$ cat src/idb_pkg.sv
// Purpose: shared constants and types for the isolated bitstream output block
// Assumes: reference clock of 20 MHz drives all logic
// Notes:   times are kept in their own unit and turned into cycle counts here
package idb_pkg;

  // reference clock
  localparam int REF_CLK_HZ       = 20_000_000;
  localparam int REF_PERIOD_NS    = 1_000_000_000 / REF_CLK_HZ;

  // modulator clock choices for the internally clocked build, and the external clock maximum
  localparam int MOD_CLK_10M_HZ   = 10_000_000;
  localparam int MOD_CLK_20M_HZ   = 20_000_000;
  localparam int MOD_CLK_EXT_MAX_HZ = 25_000_000;

  // supply recovery wait, least time so rounded up
  localparam int RECOVER_US       = 250;
  localparam int RECOVER_CYCLES   = (RECOVER_US * 1000 + REF_PERIOD_NS - 1) / REF_PERIOD_NS;
  localparam int RECOVER_CNT_W    = 16;

  // clock cycles still driven after input-side supply loss
  localparam int STOP_CYCLES      = 256;
  localparam int STOP_CNT_W       = 9;

  // run length whose last equal bit is forced to the opposite value
  localparam int RUN_LIMIT_BITS   = 128;
  localparam int RUN_MAX          = RUN_LIMIT_BITS - 1;
  localparam int RUN_CNT_W        = 7;

  // input scaling: full scale maps to 25/32 of the feedback level,
  // giving 89.06 % / 10.94 % ones at +/- full scale
  localparam int GAIN_NUM         = 25;
  localparam int GAIN_SHIFT       = 5;

  // input code and accumulator widths and specified full scale code
  localparam int IN_W             = 16;
  localparam int ACC_W            = 24;
  localparam int FULL_SCALE_CODE  = 16384;

  // reset values
  localparam logic RST_MOD_CLK    = 1'b0;

  // link phases
  typedef enum logic [1:0] {
    IDB_RUN,
    IDB_LOST_RUN,
    IDB_LOST_STOP,
    IDB_RECOVER
  } idb_phase_t;

endpackage

$ cat src/idb_modulator.sv
// Purpose: second-order delta-sigma loop producing one bit per step
// Assumes: input codes come from logic on i_ref_clk, no synchroniser needed
// Notes:   feedback uses the bit actually emitted, so forced bits stay in the loop
`timescale 1ns/100ps
module idb_modulator #(
  parameter int IN_W       = idb_pkg::IN_W,
  parameter int ACC_W      = idb_pkg::ACC_W,
  parameter int FULL_SCALE = idb_pkg::FULL_SCALE_CODE
) (
  // clock and reset
  input  wire logic              i_ref_clk,
  input  wire logic              i_reset,
  // loop control
  input  wire logic              i_clear,
  input  wire logic              i_step,
  input  wire logic              i_fb_bit,
  // differential input codes
  input  wire logic [IN_W-1:0]   i_analog_positive_input,
  input  wire logic [IN_W-1:0]   i_analog_negative_input,
  // candidate bit for the next step
  output logic                   o_bit
);

  typedef struct packed {
    logic signed [ACC_W-1:0] integ1;
    logic signed [ACC_W-1:0] integ2;
  } idb_mod_state_t;

  idb_mod_state_t q;
  idb_mod_state_t d;
  logic signed [ACC_W-1:0] diff;
  logic signed [ACC_W-1:0] u;
  logic signed [ACC_W-1:0] fb;
  logic signed [ACC_W-1:0] fs;

  ////////////////////////////////////////////////////////////////////////////
  // comparator on the second integrator
  assign o_bit = ~q.integ2[ACC_W-1];

  ////////////////////////////////////////////////////////////////////////////
  // loop update, half-weight integrators keep it stable up to the clip level
  always_comb
  begin
    d    = q;
    fs   = ACC_W'(FULL_SCALE);
    diff = ACC_W'($signed(i_analog_positive_input)) - ACC_W'($signed(i_analog_negative_input));
    // clip beyond full scale, the loop would lose stability above it
    if (diff > fs)
    begin
      diff = fs;
    end
    else if (diff < -fs)
    begin
      diff = -fs;
    end
    u  = (diff * ACC_W'(idb_pkg::GAIN_NUM)) >>> idb_pkg::GAIN_SHIFT;
    fb = i_fb_bit ? fs : -fs;
    if (i_clear)
    begin
      d.integ1 = '0;
      d.integ2 = '0;
    end
    else if (i_step)
    begin
      d.integ1 = q.integ1 + ((u - fb) >>> 1);
      d.integ2 = q.integ2 + ((q.integ1 - fb) >>> 1);
    end
  end

  always_ff @(posedge i_ref_clk)
  begin
    if (i_reset)
    begin
      q <= '0;
    end
    else
    begin
      q <= d;
    end
  end

endmodule

$ cat src/idb_top.sv
// Purpose: digital output side of an isolated delta-sigma modulator
// Assumes: supply-good and external clock arrive from pins and are synchronised
// Notes:   20 MHz driven clock needs a faster reference than the 20 MHz one here
`timescale 1ns/100ps
module idb_top #(
  parameter bit INTERNAL_CLK   = 1'b1,
  parameter int MOD_CLK_HZ     = idb_pkg::MOD_CLK_10M_HZ,
  parameter int RECOVER_CYCLES = idb_pkg::RECOVER_CYCLES,
  parameter int IN_W           = idb_pkg::IN_W
) (
  // clock and reset
  input  wire logic            i_ref_clk,
  input  wire logic            i_reset,
  // pins from the input side and the filter side
  input  wire logic            i_input_side_supply,
  input  wire logic            i_ext_mod_clk,
  // differential input codes
  input  wire logic [IN_W-1:0] i_analog_positive_input,
  input  wire logic [IN_W-1:0] i_analog_negative_input,
  // bitstream and clock pins
  output logic                 o_modulator_bitstream_out,
  output logic                 o_mod_clk,
  output logic                 o_mod_clk_oe
);

  ////////////////////////////////////////////////////////////////////////////
  // phase walk of the block
  //
  // run:
  //   one bit is launched on every falling modulator clock edge
  //   the loop steps only on that same edge, so bits and steps pair one to one
  //   a supply drop, once seen through the two sync flops, leaves at once
  //
  // lost_run:
  //   data is forced to the fail-safe level from the next edge
  //   internal build: the divider keeps running and rising edges are counted
  //   external build: nothing to count, the pin clock belongs to the far side
  //   a supply return here skips the stop and goes straight to recovery
  //
  // lost_stop:
  //   internal build: the divider is frozen right after a rising edge,
  //   so the driven clock rests high and the far side sees no more edges
  //   data keeps the fail-safe level, loop integrators are held cleared
  //
  // recover:
  //   the clock is running again, data still holds the fail-safe level
  //   the wait counter covers the settling time of the restarted input side
  //   a new drop here restarts the whole run-out count from zero
  //   reset also lands here, so a fresh start looks like a supply return
  //
  // hazards and limits:
  //   the supply pin is sampled, so drops shorter than one reference cycle
  //   may pass unseen; the analog side cannot glitch that fast in practice
  //   the external clock is found by edge detect on the reference clock,
  //   so its low phase must span more than one reference cycle
  //   a driven clock faster than half the reference rate cannot be made;
  //   the divider floors the half period at one reference cycle
  //   the forced opposite bit of the run limit goes back into the loop,
  //   trading a tiny burst of noise for a mean that still tracks the input
  ////////////////////////////////////////////////////////////////////////////

  // divider sizing from the reference and the chosen driven clock
  localparam int  HALF_RAW  = idb_pkg::REF_CLK_HZ / (2 * MOD_CLK_HZ);
  localparam int  HALF_CYC  = (HALF_RAW < 1) ? 1 : HALF_RAW;
  localparam int  DIV_W     = (HALF_CYC < 2) ? 1 : $clog2(HALF_CYC);
  localparam logic FAILSAFE = INTERNAL_CLK ? 1'b1 : 1'b0;

  typedef struct packed {
    logic                                supply_s1;
    logic                                supply_s2;
    logic                                clk_s1;
    logic                                clk_s2;
    logic                                clk_s3;
    idb_pkg::idb_phase_t                 phase;
    logic [DIV_W-1:0]                    div_cnt;
    logic                                mod_clk;
    logic                                clk_oe;
    logic [idb_pkg::STOP_CNT_W-1:0]      stop_cnt;
    logic [idb_pkg::RECOVER_CNT_W-1:0]   rec_cnt;
    logic [idb_pkg::RUN_CNT_W-1:0]       run_cnt;
    logic                                last_bit;
    logic                                data;
  } idb_top_state_t;

  // registered state and its next value, one copy each
  idb_top_state_t q;
  idb_top_state_t d;
  // loop handshake and edge strobes, all combinational
  logic           cand_bit;
  logic           emit_bit;
  logic           step;
  logic           dsm_clear;
  logic           launch;
  logic           rise;
  logic           supply_ok;

  ////////////////////////////////////////////////////////////////////////////
  // loop instance, stepped once per launched bit
  idb_modulator #(
    .IN_W       (IN_W),
    .ACC_W      (idb_pkg::ACC_W),
    .FULL_SCALE (idb_pkg::FULL_SCALE_CODE)
  ) u_modulator (
    .i_ref_clk               (i_ref_clk),
    .i_reset                 (i_reset),
    .i_clear                 (dsm_clear),
    .i_step                  (step),
    .i_fb_bit                (emit_bit),
    .i_analog_positive_input (i_analog_positive_input),
    .i_analog_negative_input (i_analog_negative_input),
    .o_bit                   (cand_bit)
  );

  ////////////////////////////////////////////////////////////////////////////
  // next-state logic
  always_comb
  begin
    d         = q;
    step      = 1'b0;
    dsm_clear = 1'b0;
    launch    = 1'b0;
    rise      = 1'b0;
    emit_bit  = 1'b0;
    // supply pin passes two flops, clock pin three; edge detect looks only at the second and third
    d.supply_s1 = i_input_side_supply;
    d.supply_s2 = q.supply_s1;
    d.clk_s1    = i_ext_mod_clk;
    d.clk_s2    = q.clk_s1;
    d.clk_s3    = q.clk_s2;
    supply_ok   = q.supply_s2;

    // clock source: divider driven out, or falling edge of the pin clock
    if (INTERNAL_CLK)
    begin
      d.clk_oe = 1'b1;
      if (q.phase != idb_pkg::IDB_LOST_STOP)
      begin
        if (q.div_cnt == DIV_W'(HALF_CYC - 1))
        begin
          d.div_cnt = '0;
          d.mod_clk = ~q.mod_clk;
          launch    = q.mod_clk;
          rise      = ~q.mod_clk;
        end
        else
        begin
          d.div_cnt = q.div_cnt + DIV_W'(1);
        end
      end
    end
    else
    begin
      d.clk_oe  = 1'b0;
      d.mod_clk = 1'b0;
      launch    = ~q.clk_s2 & q.clk_s3;
    end

    // run-length limit keeps full scale apart from the fail-safe level
    // the counter never passes RUN_MAX: the bit after a count of RUN_MAX always differs and restarts it
    // at one, so the longest run of equal bits seen outside is RUN_MAX, 127 bits, one below the limit
    emit_bit = cand_bit;
    if ((q.run_cnt == idb_pkg::RUN_CNT_W'(idb_pkg::RUN_MAX)) && (cand_bit == q.last_bit))
    begin
      emit_bit = ~q.last_bit;
    end

    unique case (q.phase)
      idb_pkg::IDB_RUN:
      begin
        if (!supply_ok)
        begin
          d.phase    = idb_pkg::IDB_LOST_RUN;
          d.stop_cnt = '0;
          d.data     = FAILSAFE;
        end
        else if (launch)
        begin
          // one new bit per falling clock edge
          step       = 1'b1;
          d.data     = emit_bit;
          d.last_bit = emit_bit;
          if (emit_bit == q.last_bit)
          begin
            d.run_cnt = q.run_cnt + idb_pkg::RUN_CNT_W'(1);
          end
          else
          begin
            d.run_cnt = idb_pkg::RUN_CNT_W'(1);
          end
        end
      end
      idb_pkg::IDB_LOST_RUN:
      begin
        d.data    = FAILSAFE;
        dsm_clear = 1'b1;
        if (supply_ok)
        begin
          d.phase   = idb_pkg::IDB_RECOVER;
          d.rec_cnt = '0;
        end
        else if (!INTERNAL_CLK)
        begin
          d.phase = idb_pkg::IDB_LOST_STOP;
        end
        else if (rise)
        begin
          // stop right after the last rising edge so the clock rests high
          d.stop_cnt = q.stop_cnt + idb_pkg::STOP_CNT_W'(1);
          if (q.stop_cnt == idb_pkg::STOP_CNT_W'(idb_pkg::STOP_CYCLES - 1))
          begin
            d.phase = idb_pkg::IDB_LOST_STOP;
          end
        end
      end
      idb_pkg::IDB_LOST_STOP:
      begin
        d.data    = FAILSAFE;
        dsm_clear = 1'b1;
        if (supply_ok)
        begin
          d.phase   = idb_pkg::IDB_RECOVER;
          d.rec_cnt = '0;
        end
      end
      idb_pkg::IDB_RECOVER:
      begin
        // clock already runs again, data holds fail-safe during the wait
        d.data     = FAILSAFE;
        dsm_clear  = 1'b1;
        d.run_cnt  = '0;
        d.last_bit = FAILSAFE;
        if (!supply_ok)
        begin
          d.phase    = idb_pkg::IDB_LOST_RUN;
          d.stop_cnt = '0;
        end
        else if (q.rec_cnt == idb_pkg::RECOVER_CNT_W'(RECOVER_CYCLES - 1))
        begin
          d.phase = idb_pkg::IDB_RUN;
        end
        else
        begin
          d.rec_cnt = q.rec_cnt + idb_pkg::RECOVER_CNT_W'(1);
        end
      end
    endcase
  end

  ////////////////////////////////////////////////////////////////////////////
  // state register, reset behaves like a fresh supply-up
  // the sync flops clear to zero, so the first edges after reset read the
  // supply as lost; the block then falls through lost_run, and in the external build lost_stop, back into recover
  // and the recovery wait starts once the pin has been seen good
  always_ff @(posedge i_ref_clk)
  begin
    if (i_reset)
    begin
      q          <= '0;
      q.phase    <= idb_pkg::IDB_RECOVER;
      q.mod_clk  <= idb_pkg::RST_MOD_CLK;
      q.data     <= FAILSAFE;
      q.last_bit <= FAILSAFE;
    end
    else
    begin
      q <= d;
    end
  end

  ////////////////////////////////////////////////////////////////////////////
  // outputs straight from flops
  assign o_modulator_bitstream_out = q.data;
  assign o_mod_clk                 = q.mod_clk;
  assign o_mod_clk_oe              = q.clk_oe;

endmodule

$ cat config.mk
export PLATFORM = sky130hd
export DESIGN_NAME = idb_top
export DESIGN_NICKNAME = d
export VERILOG_FILES = /design/src/idb_pkg.sv /design/src/idb_modulator.sv /design/src/idb_top.sv
export SDC_FILE = /design/constraint.sdc
export NUM_CORES = 1
export LEC_CHECK = 0
export ABC_AREA = 1
export BUFFER_PORTS_ARGS = -buffer_cell sky130_fd_sc_hd__buf_2
export CAP_MARGIN = 20
export CORE_MARGIN = 3
export CORE_UTILIZATION = 58
export CTS_BUF_LIST = sky130_fd_sc_hd__clkbuf_16
export DETAILED_ROUTE_END_ITERATION = 10
export PLACE_DENSITY = 0.76
export REMOVE_ABC_BUFFERS = 1
export SYNTH_ARGS = -nofsm -noshare
export SYNTH_HDL_FRONTEND = slang
export SYNTH_SLANG_ARGS = --single-unit
$ cat constraint.sdc
create_clock -name i_ref_clk -period 21.4 [get_ports i_ref_clk]
set_clock_uncertainty 0.1 [all_clocks]
set_input_delay 4.28 -clock i_ref_clk [delete_from_list [all_inputs] [get_ports i_ref_clk]]
set_output_delay 4.28 -clock i_ref_clk [all_outputs]
set_load 0.1 [all_outputs]
==> summary.txt <==
CP max stage cell = fa_1
cell count after placement = 1683
clock-pin slew on the worst setup and hold paths = 0.07 ns
final-stage net count = 1668
first-pass GRT wire length = 34.7 mm
CP required = 21.54 ns
Layout Cells excl Fill = 1699
root buffer cell = clkbuf_16
Seq/Total Area, Yosys = 0.185
Synth Warn # = 0
initial antenna violation count = 0
Hold Vio Cnt, Final = 0
Mapped Avg Cell Area = 6.58 um^2
compound-cell area share of the yosys netlist = 0.170
Critical Path AT = 12.74 ns
simple-gate area share of the yosys netlist = 0.251
adder-cell share of the synthesized area = 0.219
vias after detailed routing = 8903
path depth of the worst reg2reg path = 24
Clock Path Buffers = 2
flop2flop setup slack = 16.48 ns
Synth cell types = 46
ys flop type = dfxtp_1
total CTS buffers = 9
Worst path max stage delay = 0.49 ns
Post CTS Setup Buffer Count = 0
largest net degree at the start of global routing = 58
GRT Total Usage = 0.225
# resized after CTS = 0
CP Class = in2reg
clock sinks = 88
initial core utilization = 0.596
ys async rst share = 0
Placer Congestion = 0.915
largest family of logic cells by synthesized area = simple AND/OR/NAND/NOR gates
Die W = 134 um
Synth Cell Area = 9510 um^2
fmax = 79.4 MHz
DRC errors left = 0
setup tns final = 0 ns
worst setup path start = i_analog_positive_input[0]
Top Ports = 39
fin crit share = 0.589
hold path startpoint = d[42]$_SDFF_PP0_
max-cap check violation count = 0
Core ar. = 15900 um^2
ANT cells = 0
cell area after placement = 9930 um^2
clock latency on the worst-skew pair = 0.35 ns
Cells after Synth = 1444
Hold Path Stages = 2
worst-margin pin slew = 0.752 ns
Die ar. = 18000 um^2
max_slew headroom = 0.496
Hold-fix buffers, CTS = 0
cell mode on critical path = nand2_1
RSZ-0062 raised after global routing = no
CP startpoint kind = input port
DP Wirelength = 16.0 mm
CTS tree = done
layout cells sized above 1 = 0.0580
Die H = 134 um
EDFF count, synth = 0
Setup crit end kind = flip-flop
Hold Path Class = reg2reg
total grt overflow = 0
area grow syn2layout = 7.83%
Synth Register Bits = 88
Routed WL = 20.2 mm
Tmin final = 12.60 ns
PD cells = 99.1 nW/um^2
wire length per cell = 11.9 um
Vias/cell = 5.24
Pleak = 0.00569 uW
Max VDD drop = 67.5 uV
run status = finished clean
final number of setup-violating endpoints = 0
ANT nets after route = 0
total power draw = 1020 uW
H-tree depth = 3
port buffer count = 37
post-synthesis mux area share = 0
Synth Area in XOR/XNOR = 0.0562
First DRT Iteration DRCs = 366
first-pass detailed-route iteration total = 5
std cell rows = 46
max-slew violations = 0
Reg2Reg Launch Point = q[2]$_SDFFE_PP0P_
design area = 10300 um^2
Worst Path Max Fanout = 6
vias in the first global route = 8101
fin util = 0.643
[cells in the final DEF, fill, tap and decap left out, drive strengths merged, types with 3 or more instances in the layout]
cell type  instances
o21ai             94
nor3              26
nor4               6
dfxtp             88
o21bai             8
xor2              34
nand2            266
nand3             74
a21oi            125
a21o               8
o211ai            16
nor2             155
ha               133
buf               41
and2               3
a221oi             4
inv              282
xnor2             27
nand4             15
o221ai             5
or2                6
o21a              11
a211oi             7
fa                21
a31oi              4
clkbuf             9
nand3b             5
[cell usage after synthesis, types with 5 or more instances]
cell type	n	share of area
o21bai_1	7	0.0055
a211oi_1	7	0.0055
fa_1	21	0.044
ha_1	133	0.18
or2_2	5	0.0033
inv_1	275	0.11
nor2_1	153	0.060
o221ai_1	5	0.0046
nand4_1	14	0.0092
a21o_1	8	0.0063
o21ai_0	88	0.046
o21ai_1	6	0.0032
nor4_1	6	0.0039
o211ai_1	16	0.013
clkbuf_1	14	0.0055
nand3_1	74	0.039
a21oi_1	124	0.065
xor2_1	34	0.031
o21a_1	11	0.0087
nand2_2	10	0.0066
dfxtp_1	88	0.19
nor3_1	26	0.014
nand2_1	255	0.10
xnor2_1	27	0.025
[sequential cells by signal, summed over array words and instances, names as in the netlist]
| register | cells |
|---|---|
| supply_ok | 1 |
| u_modulator.q | 48 |
| d | 1 |
| o_mod_clk_oe | 1 |
| o_modulator_bitstream_out | 1 |
| q | 35 |
| o_mod_clk | 1 |
[worst paths after layout]
| check | to |
|---|---|
| worst max register to register | u_modulator.q[46]$_SDFFE_PP0P_ |
| worst max-delay path | u_modulator.q[46]$_SDFFE_PP0P_ |
| worst min-delay path | supply_ok$_SDFF_PP0_ |
| worst min register to register | supply_ok$_SDFF_PP0_ |
[critical path, delay by kind of cell]
family,cells,cell delay [ns]
XOR/XNOR,2,0.29
AO/OA/AOI/OAI,8,1.50
adder cells (fa/ha/maj),8,2.69
AND/OR/NAND/NOR,24,3.18
buffers and inverters,10,0.80
[cell families after synthesis]
group                    count (synthesis)
buffers and inverters                  298
adder cells (fa/ha/maj)                154
AO/OA/AOI/OAI                          285
flip-flops                              88
AND/OR/NAND/NOR                        558
XOR/XNOR                                61
[power by group]
part	total (uW)	switching (uW)	internal, uW
clock	177	73.0	104
sequential	173	4.47	169
combinational	666	428	237
[final cells by class]
type,instances,area (um^2)
clock inverter,7,101
timing repair buffer,41,215
inverter,280,1050
multi-input combinational,1058,6630
fill,1508,5690
clock buffer,9,225
sequential,88,1760
tap,216,270
[per-stage QoR]
stage / worst slack (ns) / hold slack [ns]
final: 8.80 / 0.310
after global routing: 8.03 / 0.322
after CTS: 8.82 / 0.309
after detailed placement: 8.46 / 0.299
after global placement: 8.61 / 0.293
after floorplan: 9.75 / 0.288
[routing by layer]
| layer | GRT usage | share of wire | up-vias |
|---|---|---|---|
| met2 | 0.401 | 0.48 | 131 |
| met1 | 0.289 | 0.48 | 3975 |
| met3 | 0.0311 | 0.031 | 24 |
| met4 | 0.0554 | 0.017 | 0 |
| met5 | 0 | 0 | - |
| li1 | - | - | 4773 |
Note: power is estimated with default switching activity, not from simulation.
